**src/pin_mux_pkg.sv**
```systemverilog
/*
 * Constants for the pin function multiplexer: register indices, field
 * layout, function codes and the interrupt-status addresses.
 * Assumes a 32-bit classic Wishbone bus with word-aligned registers.
 */
package pin_mux_pkg;
	// ============================================================
	// Register map (word indices; byte address is index times four)
	localparam logic [7:0] IDX_FSEL_A      = 8'h8C;
	localparam logic [7:0] IDX_FSEL_B      = 8'h8D;
	localparam logic [7:0] IDX_FSEL_C      = 8'h8E;
	localparam logic [7:0] IDX_FSEL_D      = 8'h8F;
	localparam logic [7:0] IDX_SYS_IRQ     = 8'h18;
	localparam logic [7:0] IDX_GPIO_IRQ    = 8'h1E;
	localparam logic [7:0] IDX_DIR         = 8'h90;
	localparam logic [7:0] IDX_CTRL_MODE   = 8'h91;
	localparam logic [7:0] IDX_GPIO_OUT    = 8'h92;
	localparam logic [7:0] IDX_GPIO_IN     = 8'h93;
	// ============================================================
	// Geometry
	localparam int NPINS    = 13;
	localparam int FN_W     = 4;
	localparam int FN_PER_R = 4;
	localparam int ADDR_W   = 10;
	localparam int CS_PIN   = 7;
	localparam int SDO_PIN  = 6;
	// ============================================================
	// Function codes
	localparam logic [3:0] FN_GPIO = 4'h0;
	localparam logic [3:0] FN_C1   = 4'h1;
	localparam logic [3:0] FN_C2   = 4'h2;
	localparam logic [3:0] FN_C3   = 4'h3;
	localparam logic [3:0] FN_C4   = 4'h4;
	localparam logic [3:0] FN_C5   = 4'h5;
	// ============================================================
	// Control-interface modes
	typedef enum logic [1:0] {
		MODE_2WIRE,
		MODE_3WIRE,
		MODE_4WIRE,
		MODE_RSVD
	} ctrl_mode_e;
endpackage

```
**src/gpio_function_mux.sv**
```systemverilog
/*
 * Pin function multiplexer with a classic Wishbone register slave.
 * Assumes a 32-bit Wishbone master, synchronous pin inputs, and that
 * defaults of the selects arrive on cfg_fsel at reset release.
 */
// The Wishbone interface to the registers is this design's own decision.
// Notes on behaviour
// - Select code 0000 connects the pin to plain GPIO, the codes listed below for GPIO0 to GPIO3 to an alternate function.
// - Direction 1 picks the input-column function, direction 0 the output-column one.
// - Reading the GPIO interrupt status at 1Eh clears its pending events.
// - After a nonzero status read, software reads 18h, which releases the interrupt request pin.
// - In 3-wire and 4-wire mode GPIO7 is forced to be the serial chip-select input.
// - In 4-wire mode GPIO6 is forced to be the serial data output.
// - Select fields are four bits, four per register at 8Ch to 8Eh, GPIO12 in 8Fh bits 3:0.
// - GPIO0 codes map to power-on, regulator, low-power 1/reset indicator, power-off/reset, chip reset.
// - GPIO1 codes map to power-on/config indicator, regulator/reset, low-power 2/memory reset, request_a/slow clock.
// - GPIO2 codes map to power-on, request_a/backup regulator, slow clock, low-power 3/reset.
// - GPIO3 codes map to power-on/phase clock, regulator/backup, power-off/slow clock, flash/memory reset.
`timescale 1ns/1ps
module gpio_function_mux #(
	parameter int NP = pin_mux_pkg::NPINS
) (
	input  wire logic                         clk,
	input  wire logic                         nrst,
	// Wishbone slave
	input  wire logic                         wb_cyc_i,
	input  wire logic                         wb_stb_i,
	input  wire logic                         wb_we_i,
	input  wire logic [pin_mux_pkg::ADDR_W-1:0] wb_adr_i,
	input  wire logic [3:0]                   wb_sel_i,
	input  wire logic [31:0]                  wb_dat_i,
	output logic      [31:0]                  wb_dat_o,
	output logic                              wb_ack_o,
	// Configuration defaults and event sources
	input  wire logic [NP*4-1:0]              cfg_fsel,
	input  wire logic [NP-1:0]                gpio_event,
	output logic                              irq_n,
	// Pads
	input  wire logic [NP-1:0]                pad_in,
	output logic      [NP-1:0]                pad_out,
	output logic      [NP-1:0]                pad_oe,
	// Serial control interface
	input  wire logic                         serial_data_output,
	output logic                              serial_chip_select,
	// Alternate inputs sampled from pins
	output logic                              power_on_signal,
	output logic                              regulator_disable_input,
	output logic [2:0]                        low_power_request,
	output logic                              power_off_request,
	output logic                              chip_reset_req,
	output logic                              request_a,
	output logic                              slow_clock_in,
	output logic                              flash_trigger,
	// Alternate output sources
	input  wire logic                         power_on_src,
	input  wire logic                         backup_regulator_output,
	input  wire logic                         por_indicator,
	input  wire logic                         sys_reset_n,
	input  wire logic                         dev_config_indicator,
	input  wire logic                         memory_reset_output,
	input  wire logic                         slow_clock,
	input  wire logic                         phase_clock
);
	import pin_mux_pkg::*;

	// ============================================================
	// Registers
	logic [FN_W-1:0] fsel_q [NP];
	logic [NP-1:0]   dir_q;
	logic [NP-1:0]   gout_q;
	logic [1:0]      mode_q;
	logic [NP-1:0]   gpio_sts_q;
	logic            sys_gpio_q;
	logic            cfg_load_q;
	logic [7:0]      idx;
	logic            acc;
	logic            wr;
	logic            rd;

	assign idx = wb_adr_i[ADDR_W-1:2];
	assign acc = wb_cyc_i && wb_stb_i && !wb_ack_o;
	assign wr  = wb_cyc_i && wb_stb_i && wb_ack_o && wb_we_i; // Lands at the edge where ack is seen
	assign rd  = acc && !wb_we_i;

	// Register index to select-field base, -1 when not a select register
	function automatic int fsel_base(input logic [7:0] i);
		if (i >= IDX_FSEL_A && i <= IDX_FSEL_D)
			return int'(i - IDX_FSEL_A) * FN_PER_R;
		return -1;
	endfunction

	// One-cycle answer; ack drops the cycle after it is given
	always_ff @(posedge clk or negedge nrst) begin
		if (!nrst)
			wb_ack_o <= 1'b0;
		else
			wb_ack_o <= acc;
	end

	// One-shot load of configured defaults after reset release
	always_ff @(posedge clk or negedge nrst) begin
		if (!nrst)
			cfg_load_q <= 1'b1;
		else
			cfg_load_q <= 1'b0;
	end

	// Select fields; byte lanes 0 and 1 cover a 16-bit register
	always_ff @(posedge clk or negedge nrst) begin
		if (!nrst) begin
			for (int p = 0; p < NP; p++)
				fsel_q[p] <= FN_GPIO;
		end else if (cfg_load_q) begin
			for (int p = 0; p < NP; p++)
				fsel_q[p] <= cfg_fsel[p*FN_W +: FN_W];
		end else if (wr && fsel_base(idx) >= 0) begin
			for (int f = 0; f < FN_PER_R; f++) begin
				if (fsel_base(idx) + f < NP && wb_sel_i[f/2])
					fsel_q[fsel_base(idx) + f] <= wb_dat_i[f*FN_W +: FN_W];
			end
		end
	end

	// Direction, GPIO output data and control mode
	always_ff @(posedge clk or negedge nrst) begin
		if (!nrst) begin
			dir_q  <= '1;
			gout_q <= '0;
			mode_q <= 2'(MODE_2WIRE);
		end else if (wr) begin
			if (idx == IDX_DIR && wb_sel_i[0])
				dir_q[7:0] <= wb_dat_i[7:0];
			if (idx == IDX_DIR && wb_sel_i[1])
				dir_q[NP-1:8] <= wb_dat_i[NP-1:8];
			if (idx == IDX_GPIO_OUT && wb_sel_i[0])
				gout_q[7:0] <= wb_dat_i[7:0];
			if (idx == IDX_GPIO_OUT && wb_sel_i[1])
				gout_q[NP-1:8] <= wb_dat_i[NP-1:8];
			if (idx == IDX_CTRL_MODE && wb_sel_i[0])
				mode_q <= wb_dat_i[1:0];
		end
	end

	// status read clears; a new event in the same cycle wins
	always_ff @(posedge clk or negedge nrst) begin
		if (!nrst)
			gpio_sts_q <= '0;
		else if (rd && idx == IDX_GPIO_IRQ)
			gpio_sts_q <= gpio_event;
		else
			gpio_sts_q <= gpio_sts_q | gpio_event;
	end

	// system summary bit released by a read of 18h
	always_ff @(posedge clk or negedge nrst) begin
		if (!nrst)
			sys_gpio_q <= 1'b0;
		else if (|gpio_sts_q || |gpio_event)
			sys_gpio_q <= 1'b1;
		else if (rd && idx == IDX_SYS_IRQ)
			sys_gpio_q <= 1'b0;
	end
	assign irq_n = !sys_gpio_q;

	// Read data registered with the ack; unmapped reads return zero
	always_ff @(posedge clk or negedge nrst) begin
		if (!nrst) begin
			wb_dat_o <= '0;
		end else if (rd) begin
			wb_dat_o <= '0;
			if (fsel_base(idx) >= 0) begin
				for (int f = 0; f < FN_PER_R; f++)
					if (fsel_base(idx) + f < NP)
						wb_dat_o[f*FN_W +: FN_W] <= fsel_q[fsel_base(idx) + f];
			end
			case (idx)
				IDX_DIR:       wb_dat_o[NP-1:0] <= dir_q;
				IDX_GPIO_OUT:  wb_dat_o[NP-1:0] <= gout_q;
				IDX_GPIO_IN:   wb_dat_o[NP-1:0] <= pad_in;
				IDX_CTRL_MODE: wb_dat_o[1:0]    <= mode_q;
				IDX_GPIO_IRQ:  wb_dat_o[NP-1:0] <= gpio_sts_q;
				IDX_SYS_IRQ:   wb_dat_o[0]      <= sys_gpio_q;
				default:       ;
			endcase
		end
	end

	// ============================================================
	// Pin routing
	logic force_cs;
	logic force_sdo;
	assign force_cs  = (mode_q == 2'(MODE_3WIRE)) || (mode_q == 2'(MODE_4WIRE));
	assign force_sdo = (mode_q == 2'(MODE_4WIRE));

	// Input-column selection helper
	function automatic logic in_sel(input int p, input logic [3:0] code,
		input logic [NP-1:0] d, input logic [FN_W-1:0] f [NP], input logic [NP-1:0] pin);
		return d[p] && f[p] == code && pin[p];
	endfunction

	// input-column decoding, sources of a function on several pins ORed together
	always_comb begin
		chip_reset_req = in_sel(0, FN_C5, dir_q, fsel_q, pad_in);
		request_a = in_sel(1, FN_C4, dir_q, fsel_q, pad_in)
			| in_sel(2, FN_C2, dir_q, fsel_q, pad_in);
		power_on_signal = in_sel(0, FN_C1, dir_q, fsel_q, pad_in) | in_sel(1, FN_C1, dir_q, fsel_q, pad_in)
			| in_sel(2, FN_C1, dir_q, fsel_q, pad_in) | in_sel(3, FN_C1, dir_q, fsel_q, pad_in);
		regulator_disable_input = in_sel(0, FN_C2, dir_q, fsel_q, pad_in)
			| in_sel(1, FN_C2, dir_q, fsel_q, pad_in) | in_sel(3, FN_C2, dir_q, fsel_q, pad_in);
		low_power_request[0] = in_sel(0, FN_C3, dir_q, fsel_q, pad_in);
		low_power_request[1] = in_sel(1, FN_C3, dir_q, fsel_q, pad_in);
		low_power_request[2] = in_sel(2, FN_C4, dir_q, fsel_q, pad_in);
		power_off_request = in_sel(0, FN_C4, dir_q, fsel_q, pad_in) | in_sel(3, FN_C3, dir_q, fsel_q, pad_in);
		slow_clock_in = in_sel(2, FN_C3, dir_q, fsel_q, pad_in);
		flash_trigger = in_sel(3, FN_C4, dir_q, fsel_q, pad_in);
		serial_chip_select = force_cs ? pad_in[CS_PIN] : 1'b1;
	end

	// output-column decoding, 0000 is plain GPIO
	always_comb begin
		for (int p = 0; p < NP; p++) begin
			pad_oe[p]  = !dir_q[p];
			pad_out[p] = (fsel_q[p] == FN_GPIO) ? gout_q[p] : 1'b0;
		end
		if (!dir_q[0]) begin
			case (fsel_q[0])
				FN_C1:   pad_out[0] = power_on_src;
				FN_C2:   pad_out[0] = backup_regulator_output;
				FN_C3:   pad_out[0] = por_indicator;
				FN_C4:   pad_out[0] = sys_reset_n;
				default: ;
			endcase
		end
		if (!dir_q[1]) begin
			case (fsel_q[1])
				FN_C1:   pad_out[1] = dev_config_indicator;
				FN_C2:   pad_out[1] = sys_reset_n;
				FN_C3:   pad_out[1] = memory_reset_output;
				FN_C4:   pad_out[1] = slow_clock;
				default: ;
			endcase
		end
		if (!dir_q[2]) begin
			case (fsel_q[2])
				FN_C1:   pad_out[2] = power_on_src;
				FN_C2:   pad_out[2] = backup_regulator_output;
				FN_C3:   pad_out[2] = slow_clock;
				FN_C4:   pad_out[2] = sys_reset_n;
				default: ;
			endcase
		end
		if (!dir_q[3]) begin
			case (fsel_q[3])
				FN_C1:   pad_out[3] = phase_clock;
				FN_C2:   pad_out[3] = backup_regulator_output;
				FN_C3:   pad_out[3] = slow_clock;
				FN_C4:   pad_out[3] = memory_reset_output;
				default: ;
			endcase
		end
		// chip-select pin is an input whatever its fields say
		if (force_cs) begin
			pad_oe[CS_PIN]  = 1'b0;
			pad_out[CS_PIN] = 1'b0;
		end
		// data-out pin driven by the serial interface
		if (force_sdo) begin
			pad_oe[SDO_PIN]  = 1'b1;
			pad_out[SDO_PIN] = serial_data_output;
		end
	end

	// ============================================================
	// Checks
	// status read empties
	sts_clear_a: assert property (@(posedge clk) disable iff (!nrst)
		rd && idx == IDX_GPIO_IRQ && gpio_event == '0 |=> gpio_sts_q == '0)
		else $error("status not cleared by read");
	irq_release_a: assert property (@(posedge clk) disable iff (!nrst)
		rd && idx == IDX_SYS_IRQ && gpio_sts_q == '0 && gpio_event == '0 |=> irq_n)
		else $error("irq not released");
	cs_force_a: assert property (@(posedge clk) disable iff (!nrst)
		force_cs |-> !pad_oe[CS_PIN] && serial_chip_select == pad_in[CS_PIN])
		else $error("chip select not forced");
	sdo_force_a: assert property (@(posedge clk) disable iff (!nrst)
		force_sdo |-> pad_oe[SDO_PIN] && pad_out[SDO_PIN] == serial_data_output)
		else $error("data out not forced");
	gpio_plain_a: assert property (@(posedge clk) disable iff (!nrst)
		fsel_q[0] == FN_GPIO && !dir_q[0] |-> pad_out[0] == gout_q[0])
		else $error("gpio output wrong");
	dir_column_a: assert property (@(posedge clk) disable iff (!nrst)
		fsel_q[3] == FN_C4 && dir_q[3] |-> flash_trigger == pad_in[3] && !pad_oe[3])
		else $error("input column wrong");
	fsel_write_a: assert property (@(posedge clk) disable iff (!nrst)
		wr && idx == IDX_FSEL_A && wb_sel_i[1] && !cfg_load_q |=> fsel_q[3] == $past(wb_dat_i[15:12]))
		else $error("select write lost");
	gp0_reset_a: assert property (@(posedge clk) disable iff (!nrst)
		fsel_q[0] == FN_C4 && !dir_q[0] |-> pad_out[0] == sys_reset_n)
		else $error("gpio0 route wrong");
	gp1_clock_a: assert property (@(posedge clk) disable iff (!nrst)
		fsel_q[1] == FN_C4 && !dir_q[1] |-> pad_out[1] == slow_clock)
		else $error("gpio1 route wrong");
	gp2_vreg_a: assert property (@(posedge clk) disable iff (!nrst)
		fsel_q[2] == FN_C2 && !dir_q[2] |-> pad_out[2] == backup_regulator_output)
		else $error("gpio2 route wrong");
	gp3_phase_a: assert property (@(posedge clk) disable iff (!nrst)
		fsel_q[3] == FN_C1 && !dir_q[3] |-> pad_out[3] == phase_clock)
		else $error("gpio3 route wrong");
	cfg_load_a: assert property (@(posedge clk) disable iff (!nrst)
		cfg_load_q |=> fsel_q[0] == $past(cfg_fsel[3:0]))
		else $error("defaults not loaded");
	ack_one_c:  cover property (@(posedge clk) disable iff (!nrst) acc && wb_we_i ##1 wr);
	irq_seq_c:  cover property (@(posedge clk) disable iff (!nrst) !irq_n ##[1:20] irq_n);
	mode4_c:    cover property (@(posedge clk) disable iff (!nrst) force_sdo);
endmodule // gpio_function_mux

```
**config.mk**
```make
export PLATFORM = sky130hd
export DESIGN_NAME = gpio_function_mux
export DESIGN_NICKNAME = d
export VERILOG_FILES = /design/src/pin_mux_pkg.sv /design/src/gpio_function_mux.sv
export SDC_FILE = /design/constraint.sdc
export NUM_CORES = 1
export LEC_CHECK = 0
export BUFFER_PORTS_ARGS = -buffer_cell sky130_fd_sc_hd__buf_4
export CAP_MARGIN = 25
export CORE_UTILIZATION = 30
export CTS_BUF_LIST = sky130_fd_sc_hd__clkbuf_2
export DETAILED_ROUTE_END_ITERATION = 8
export SLEW_MARGIN = 5
export SYNTH_ARGS = -nofsm -noshare
export SYNTH_HDL_FRONTEND = slang
export SYNTH_SLANG_ARGS = --single-unit
```
**constraint.sdc**
```tcl
create_clock -name clk -period 2.4 [get_ports clk]
set_input_delay 0.48 -clock clk [delete_from_list [all_inputs] [get_ports clk]]
set_output_delay 0.48 -clock clk [all_outputs]
set_load 0.05 [all_outputs]
```
Word-level counts from Yosys, hierarchy flattened
Cells that the tools add are included.
{"block": "op_classes", "n_addsub": 13, "eq_ne": 25, "n_mux": 147, "n_bitwise": 16, "order_cmp": 24, "reduce_logical": 96}
{"cell": "2-to-1 mux 32 bit", "count": 43}
{"cell": "2-to-1 mux 52 bit", "count": 12}
{"cell": "adder 32 x 3 -> 32 bit (second input constant)", "count": 8}
{"cell": ">= comparator 32 x 5 -> 1 bit (second input constant)", "count": 8}
{"cell": "less-than comparator 32 x 5 -> 1 bit (second input constant)", "count": 8}
{"cell": "NOT 32 bit", "count": 8}
{"cell": "bitwise mux 52 bit", "count": 4}
{"cell": "adder 32 x 2 -> 32 bit (second input constant)", "count": 4}
{"cell": "less-than comparator 32 x 1 -> 1 bit (second input constant)", "count": 4}
{"cell": "binary-select mux 4 bit (select 4 bit)", "count": 4}
{"cell": "demux 4 bit (select 4 bit)", "count": 4}
{"cell": ">= comparator 32 x 1 -> 1 bit (second input constant)", "count": 2}
{"cell": "2-to-1 mux 4 bit", "count": 16}
{"cell": "logical AND 1 bit", "count": 56}
{"cell": "2-to-1 mux 1 bit", "count": 55}
{"cell": "zero test 4 bit", "count": 13}
{"cell": "case mux 11 bit (4 select lines)", "count": 1}
{"cell": "equality test 4 x 2 -> 1 bit (second input constant)", "count": 8}
{"cell": "equality test 8 bit (second input constant)", "count": 4}
{"cell": "OR reduction 13 bit", "count": 2}
{"cell": "equality test 4 x 3 -> 1 bit (second input constant)", "count": 5}
{"cell": "equality test 4 x 1 -> 1 bit (second input constant)", "count": 4}
{"cell": "equality test 8 x 5 -> 1 bit (second input constant)", "count": 2}
{"cell": "zero test 1 bit", "count": 16}
{"cell": "other kinds (15)", "count": 30}
{"block": "word_totals", "output_inout_bits": 71, "ff_bits": 112, "word_cells": 344, "in_bits": 138}

Longest topological paths before layout
Gate-level depths: netlist (run 1).
{"block": "depth", "depth_word": 43, "ltp_mapped": 15, "mapped_depth_nobuf": 10}

Worst setup path after synthesis (run 1)
No wires, ideal clock.
{"block": "synth_path", "path_kind": "input-to-reg", "from": "in wb_adr_i[4] (netlist bit)", "to": "reg fsel_q[4] (netlist bit)", "setup_ns": 0.127, "required_time_ns": 2.273, "n_path_buf": 3, "slack_ns": -1.351, "cell_stages": 13, "t_arrival_ns": 3.624, "cell_sequence": "ha_1 > buf_4 > or3b_2 > a211oi_1 > buf_2 > inv_1 > ha_1 > nor4bb_1 > nand4_1 > or4_1 > buf_2 > o31ai_1 > a2bb2oi_1"}
{"block": "synth_via", "elab_chain_len": 31, "elab_cells_between_ends": 99, "classes_between": "add/sub: 7; order compare: 15; mux: 62; bitwise: 4; reduce/logical: 11"}
{"element": "start: declaration", "line": "gpio_function_mux.sv:29", "text": "input wire logic [pin_mux_pkg::ADDR_W-1:0] wb_adr_i,"}
{"element": "branches (longest 31 deep; another with adder 32 x 2 -> 32 bit)"}
{"element": "end signal: indexed assignment", "line": "gpio_function_mux.sv:115", "text": "fsel_q[p] <= cfg_fsel[p*FN_W +: FN_W];"}
{"element": "end signal: indexed assignment", "line": "gpio_function_mux.sv:119", "text": "fsel_q[fsel_base(idx) + f] <= wb_dat_i[f*FN_W +: FN_W];"}
{"element": "end: declaration", "line": "gpio_function_mux.sv:68", "text": "logic [FN_W-1:0] fsel_q [NP];"}
Several ways; the timed one is not identified. The select of a mux whose other input is x is not followed.
A chain may end at the register's enable or synchronous reset.

Worst setup path after layout (run 1)
{"block": "layout_path", "from": "reg mode_q[1]", "to": "out pad_out[7]"}
{"block": "layout_via", "elab_chain_len": 3, "elab_cells_between_ends": 4, "classes_between": "eq/ne: 2; mux: 1; reduce/logical: 1"}
{"element": "start: declaration", "line": "gpio_function_mux.sv:71", "text": "logic [1:0] mode_q;"}
{"element": "start signal: assignment", "line": "gpio_function_mux.sv:129", "text": "mode_q <= 2'(MODE_2WIRE);"}
{"element": "start signal: assignment", "line": "gpio_function_mux.sv:140", "text": "mode_q <= wb_dat_i[1:0];"}
{"element": "equality test 2 x 1 -> 1 bit / equality test 2 bit (equally long branches)", "line": "gpio_function_mux.sv:192", "text": "assign force_cs = (mode_q == 2'(MODE_3WIRE)) || (mode_q == 2'(MODE_4WIRE));"}
{"element": "logical OR 1 bit *", "line": "gpio_function_mux.sv:192"}
{"element": "2-to-1 mux 1 bit *", "line": "gpio_function_mux.sv:262", "text": "if (force_cs) begin"}
{"element": "end: declaration", "line": "gpio_function_mux.sv:40", "text": "output logic [NP-1:0] pad_out,"}
Every way passes the cells marked *; elsewhere a longest branch is shown, timed or not.

==> results of run 1 <==
## registers in the layout, indices dropped and copies added (netlist names)
name and count:
cfg_load_q 1, dir_q 13, fsel_q 52, gout_q 13, gpio_sts_q 13, mode_q 2
sys_gpio_q 1, wb_ack_o 1, wb_dat_o 16
## layout by cell type, fill, tap and decap left out, drive strengths merged, types with 19 or more instances in the layout
master / synthesis / routed
a21oi: 25 / 25
inv: 32 / 37
buf: 30 / 314
nor2: 56 / 56
nand2: 63 / 63
o21ai: 58 / 58
nor4: 19 / 19
nand4: 24 / 24
mux2: 30 / 30
a31oi: 34 / 34
mux2i: 44 / 44
dfrtp: 98 / 98
nand3: 29 / 30
dlygate4sd3: 0 / 64
## path summary, 6_finish.rpt
check	end	slack, ns	depth (start not counted)	start
setup / recovery	pad_out[7]	-0.55	4	mode_q[1]$_DFFE_PN0P_
hold / removal	mode_q[1]$_DFFE_PN0P_	0.03	2	wb_dat_i[1]
hold reg to reg	wb_dat_o[14]$_DFFE_PN0P_	0.55	2	wb_dat_o[14]$_DFFE_PN0P_
min in group asynchronous	fsel_q[28]$_DFFE_PN0P_	0.17	2	nrst
setup reg to reg	fsel_q[7]$_DFFE_PN0P_	0.24	6	wb_ack_o$_DFF_PN0_
max in group asynchronous	dir_q[8]$_DFFE_PN1P_	1.48	3	nrst
## repair_timing
item                                    4_1_cts  5_1_grt
setup buffers                                32       19
gates resized for setup                     146       57
endpoints found under the setup margin       70       73
hold buffers                                 64        0
pin swaps                                    81       52
cloned                                        4        0
endpoints found under the hold margin       139        0
## power breakdown
group	total (mW)	switching, mW	internal [mW]
sequential	2.17	0.150	2.02
clock	0.966	0.779	0.187
combinational	1.44	0.790	0.649
total	4.58	1.72	2.86
## metal layers
metal	global-route usage [%]	vias up
li1	-	3616
met1	34.7	3878
met2	37.4	389
met3	4.18	55
met4	7.61	0
met5	0	-
## cell families (layout without fill, tap and decap cells)
logic type | count (synthesis) | in the layout | share of synthesized area, %
other | 1 | 18 | 0.0521
buffers and inverters | 98 | 426 | 6.36
xor gates and xnor gates | 5 | 5 | 0.609
AOI/OAI and AO/OA | 214 | 214 | 19.9
muxes | 78 | 78 | 12.1
and+or+nand+nor | 265 | 268 | 19.7
adders and majority gates | 12 | 12 | 2.09
DFF | 112 | 112 | 39.2
## stage by stage
stage          utilization (%)  setup TNS, ns  cell area (sq um)  hold slack, ns
2_1_floorplan                -         -43.96               7440           0.184
3_3_place_gp              40.4         -51.26               9470           0.414
3_5_place_dp              40.4         -52.27               9470           0.419
5_1_grt                   49.0         -20.88              11500         0.00311
6_report                  49.0         -14.91              11500          0.0336
4_1_cts                   47.2         -12.90              11100        0.000886
## critical path: cells and delay by family, from the launching register on
| family | cells | cell delay [ns] |
|---|---|---|
| buffers and inverters | 1 | 0.19 |
| adder cells (fa/ha/maj) | 1 | 0.31 |
| AND/OR/NAND/NOR | 2 | 0.72 |
| flip-flops | 1 | 0.51 |
## area by class of cell
class / instances / area, sq um
diodes: 1 / 2.50
clock buffers: 9 / 45.0
clock inverters: 7 / 76.3
fillers: 2146 / 12000
inverters: 32 / 126
multi-input cells: 594 / 4810
flip-flops and latches: 112 / 2840
well taps: 319 / 399
repair buffers: 378 / 3200
==> summary.md, run 1 <==
| Metric | Value |
|---|---|
| Outcome | finished with violations |
| Violated checks | setup timing |
| # DRC | 0 |
| Avg Inst Size Synth | 9.17 sq um |
| Post-Syn Area | 7200 sq um |
| Hold Fails Final Rpt | 0 |
| Vias in the first global route | 7715 |
| Synth-to-Final Area Change | 59.9% |
| Setup Viol. Count Final | 66 |
| Seq/Total Area, Yosys | 39.2% |
| Starting Density | 30.7% |
| Critical path's slowest cell | dfrtp_1 |
| Post-synth top area share | 34.1% |
| CTS tree | built |
| Die width | 157 um |
| Syn. warnings | 0 |
| Routed wl met3 | 2.16 mm |
| Pins Over Slew Limit | 0 |
| Root Buffer | clkbuf_2 |
| Most common cell in the netlist | dfrtp_1 |
| Leak | 4.93 nW |
| Die area | 24600 sq um |
| Routed vias | 7938 |
| Min-Delay Path Class | primary input to flop |
| IO Port Bufs | 172 |
| Fin crit period | 2.95 ns |
| Clock Skews | 0.0536 ns |
| Worst EP arrival | 2.47 ns |
| Crit path cell chain | ha_4, or4b_4, nor3b_4, buf_6 |
| Worst Tran Pin Value | 0.721 ns |
| Met1 Wirelength | 13.5 mm |
| Mapped Cells | 785 |
| CTS Buffer Depth | 2 |
| Post-Place Cells | 1319 |
| CP max FO | 2 |
| Ratio of cells with drive above 1 in the final layout | 46.5% |
| Std cell rows | 56 |
| Uppermost layer routed | met4 |
| Initial antenna violation count | 1 |
| Synth area leader | dfrtp_1 |
| Clock sinks | 112 |
| Synth Register Bits | 112 |
| Number of H-tree levels | 3 |
| Area contributors post-synth | dfrtp_1, mux2i_1, dfstp_2, mux2_2, o21ai_0 |
| PD cells | 398 nW/um^2 |
| CP Class | flop to output port |
| CP required | 1.92 ns |
| Worst Setup Slack, final | -0.548 ns |
| Placer Congestion | 0.927 |
| EDFF count, synth | 0 |
| 1st-pass router iterations | 5 |
| Synth unique cells | 71 |
| GRT overflow | 0 |
| CP max stage delay | 0.51 ns |
| Max-cap violations | 0 |
| Rel. slew slack | 51.7% |
| CTS clk-pin slew, worst paths | 0.40 ns |
| Post-DRT Antenna Nets | 0 |
| Total core area | 23500 sq um |
| Gr usage total | 24.4% |
| Routed Wire Length | 30.1 mm |
| Part of the cycle the worst path needs | 123% |
| Total CTS buffers | 9 |
| Worst setup EP type | output port |
| RSZ-0062 raised after global routing | yes |
| Detail Placement HPWL | 21.5 mm |
| Chip height | 157 um |
| DR vias/cell | 5.47 |
| Fraction of registers with async set/reset | 100% |
| First-pass GRT wire length | 45.1 mm |
| Highest clock rate | 339 MHz |
| Pin count of the biggest net entering global routing | 58 |
| I/O pin count | 209 |
| Pre-CTS WS | -1.26 ns |
| DR iter-0 viols | 811 |
| Routed wire per std cell | 20.7 um |
| Commonest cells post-synth | dfrtp_1, nand2_1, o21ai_0 |
| Worst setup SP type | flop |
| Nets@finish | 1277 |
| Peak VDD IR | 253 uV |
| Pwr Total | 4.58 mW |
| Met2 WL | 13.7 mm |
| Cell Count, Final, Fillers Out | 1452 |
| Prevailing post-synth register cell | dfrtp_1 |
| Clk_lat worst skew | 0.73 ns |
(Power assumes the default switching activity.)
==> run 2, diff against run 1 <==
CORE_UTILIZATION = 48   (was 30)
PLACE_DENSITY = 0.75   (was default)
==> summary.md, run 2 (same netlist as run 1, synthesis figures left out) <==
| Metric | Value |
|---|---|
| Detail Placement HPWL | 19.1 mm (-11%) |
| Routed wire per std cell | 22.4 um (+8.1%) |
| Part of the cycle the worst path needs | 124% (+0.91 points) |
| Highest clock rate | 337 MHz (-0.73%) |
| Critical path's slowest cell | or4_4 |
| Crit path cell chain | buf_8, ha_4, or3b_4, a211oi_4, clkinvlp_4, ha_4, nor4bb_4, nand4_1, buf_4, or4_4, o31ai_4, a2bb2oi_2 |
| Placer Congestion | 0.961 (+3.6%) |
| CTS Buffer Depth | 2 (unchanged) |
| IO Port Bufs | 172 (unchanged) |
| Sequential power share | 47.7% (+0.2 points) |
| Hold path endpoint | fsel_q[11]$_DFFE_PN0P_ |
| Worst Setup Slack, final | -0.570 ns (-0.0218 ns) |
| Net Sw Frac | 36.7% (-0.80 points) |
| First-pass GRT wire length | 42.8 mm (-5.2%) |
| CTS clk-pin slew, worst paths | 0.34 ns (-0.06 ns) |
| Max FFs per register | 52 (unchanged) |
| Std cell rows | 44 (-21%) |
| Clock Skews | 0.0371 ns (-0.0165 ns) |
| Fin area | 11100 sq um (-3.4%) |
| PD cells | 411 nW/um^2 (+3.2%) |
| Pin count of the biggest net entering global routing | 48 (-17%) |
| Clock sinks | 112 (unchanged) |
| Hold Fails Final Rpt | 2 (+2) |
| Vias in the first global route | 7706 (-0.12%) |
| Most frequent cells in the layout | buf_4, dfrtp_1, nand2_1 |
| Fin crit period | 2.97 ns (+0.0218 ns) |
| Setup TNS | -16.21 ns (-1.30 ns) |
| RSZ-0062 raised after global routing | yes |
| Biggest regs | fsel_q x52, wb_dat_o x16 |
| Worst R2R Path Depth | 6 (unchanged) |
| Internal Power | 2.88 mW (+0.91%) |
| Crit path max-delay family | simple AND/OR/NAND/NOR gates |
| Initial antenna violation count | 1 (unchanged) |
| # DRC | 0 (unchanged) |
| Core Util, Final | 76.1% (+27 points) |
| Cell Area, Placed | 9260 sq um (-2.2%) |
| Cell Count, Final, Fillers Out | 1290 (-11%) |
| Reg-to-reg endpoint | fsel_q[4]$_DFFE_PN0P_ |
| Root Buffer | clkbuf_2 |
| CP required | 3.01 ns (+1.09 ns) |
| Outcome | finished with violations |
| Routed Wire Length | 28.9 mm (-4.0%) |
| Fillers | 961 (-55%) |
| Max-cap violations | 0 (unchanged) |
| GRT overflow | 0 (unchanged) |
| CP max FO | 6 (+4) |
| Worst Tran Pin Value | 0.735 ns (+0.0141 ns) |
| Post-DRT Antenna Nets | 0 (unchanged) |
| 1st-pass router iterations | 6 (+1) |
| Setup Viol. Count Final | 66 (unchanged) |
| Die area | 15500 sq um (-37%) |
| Gr usage total | 35.4% (+11 points) |
| Pwr Total | 4.56 mW (-0.37%) |
| Most common cell after layout, fill and taps aside | buf_4 |
| Violated checks | hold timing, setup timing |
| Most used cell, CP | ha_4 |
| Die width | 124 um (-21%) |
| CP max stage delay | 0.64 ns (+0.13 ns) |
| CP Class | primary input to flop |
| Rel. slew slack | 50.7% (-0.95 points) |
| Post-Place Cells | 1180 (-11%) |
| Routed vias | 8261 (+4.1%) |
| Worst EP arrival | 3.58 ns (+1.11 ns) |
| I/O pin count | 209 (unchanged) |
| Synth-to-Final Area Change | 54.4% |
| Leak | 4.79 nW (-2.9%) |
| Peak VDD IR | 380 uV (+50%) |
| Nets@finish | 1250 (-2.1%) |
| Largest reg by FF count | fsel_q |
| Min-Delay Path Class | primary input to flop |
| Worst setup SP type | primary input |
| Worst setup EP type | flop |
| DR iter-0 viols | 985 (+21%) |
| Clk network pwr share | 21.5% (+0.4 points) |
| Clk_lat worst skew | 0.71 ns (-0.02 ns) |
| Reg2reg start | wb_ack_o$_DFF_PN0_ |
| Comb pwr share | 30.8% (-0.6 points) |
| Pins Over Slew Limit | 0 (unchanged) |
| Number of H-tree levels | 3 (unchanged) |
| Chip height | 124 um (-21%) |
| Hold Path Cell Cnt | 3 (+1) |
| Worst hold slack | -0.0127 ns (-0.0463 ns) |
| Pre-CTS WS | -1.24 ns (+0.0237 ns) |
| CTS tree | built |
| NetSw | 1.68 mW (-2.5%) |
| Total CTS buffers | 9 (unchanged) |
| Flop2flop setup slack | 0.12 ns (-0.12 ns) |
| Hold Path Origin | cfg_fsel[43] |
| DR vias/cell | 6.40 (+17%) |
| Starting Density | 49.3% (+19 points) |
| Total core area | 14600 sq um (-38%) |
| Ratio of cells with drive above 1 in the final layout | 46.5% (+0.049 points) |
| Crit path buf inv count | 3 (+2) |
run 2: changes by cell type in the layout (fill, tap and decap cells not counted), moves of 4 or more:
cell / delta
dlygate4sd3_1: -19
nand3_1: +4
a21oi_2: -4
nand3_2: -4
buf_4: -7
run 2: worst max-delay path by stage:
stage / from / to / slack, ns / depth (start not counted)
2_1_floorplan: wb_adr_i[7] / fsel_q[4]$_DFFE_PN0P_ / -1.16 / 12
3_3_place_gp: wb_adr_i[6] / fsel_q[6]$_DFFE_PN0P_ / -1.14 / 9
3_5_place_dp: wb_adr_i[6] / fsel_q[23]$_DFFE_PN0P_ / -1.24 / 12
5_1_grt: wb_adr_i[8] / fsel_q[23]$_DFFE_PN0P_ / -0.62 / 11
6_report: wb_adr_i[4] / fsel_q[23]$_DFFE_PN0P_ / -0.57 / 12
4_1_cts: mode_q[1]$_DFFE_PN0P_ / pad_out[7] / -0.50 / 4
run 2: area by class of cell:
| type | instances | area [sq um] | area share, % |
|---|---|---|---|
| diodes | 1 | 2.50 | 0.0225 |
| clock buffers | 9 | 45.0 | 0.406 |
| clock inverters | 7 | 80.1 | 0.721 |
| inverters | 32 | 124 | 1.12 |
| multi-input cells | 594 | 4840 | 43.6 |
| flip-flops and latches | 112 | 2840 | 25.5 |
| well taps | 184 | 230 | 2.07 |
| repair buffers | 351 | 2950 | 26.5 |
run 2: routing by layer:
metal / global-route usage (%) / up-vias / part of all wire [%]
met5: 0 / - / 0
met4: 13.3 / 0 / 4.7
met3: 6.83 / 106 / 10
met2: 54.3 / 646 / 45
met1: 49.6 / 3966 / 39
li1: - / 3543 / -
run 2: worst reg2reg max path, cell delays in order, from the launching register on:
cell and delay [ns]:
dfrtp_1 0.51, nand4_1 0.43, nor2_1 0.34, buf_4 0.16
nand2_1 0.32, o31ai_2 0.33, a2bb2oi_1 0.11
run 2: power groups by stage:
| stage | logic (mW) | clock network (mW) | registers, mW |
|---|---|---|---|
| floorplan | 0.516 | 0 | 2.27 |
| finish | 1.41 | 0.979 | 2.18 |
| detailed placement | 1.11 | 0 | 2.18 |
| global route | 1.47 | 1.03 | 2.19 |
| global placement | 1.10 | 0 | 2.17 |
| CTS | 1.29 | 0.961 | 2.16 |
run 2: timing repair:
item | 4_1_cts | 5_1_grt
buffers inserted | 34 | 12
resized for setup | 153 | 52
hold buffers | 38 | 7
pin swaps | 76 | 39
endpoints found under the hold margin | 72 | 7
gates cloned | 4 | 0
endpoints found under the setup margin | 67 | 72
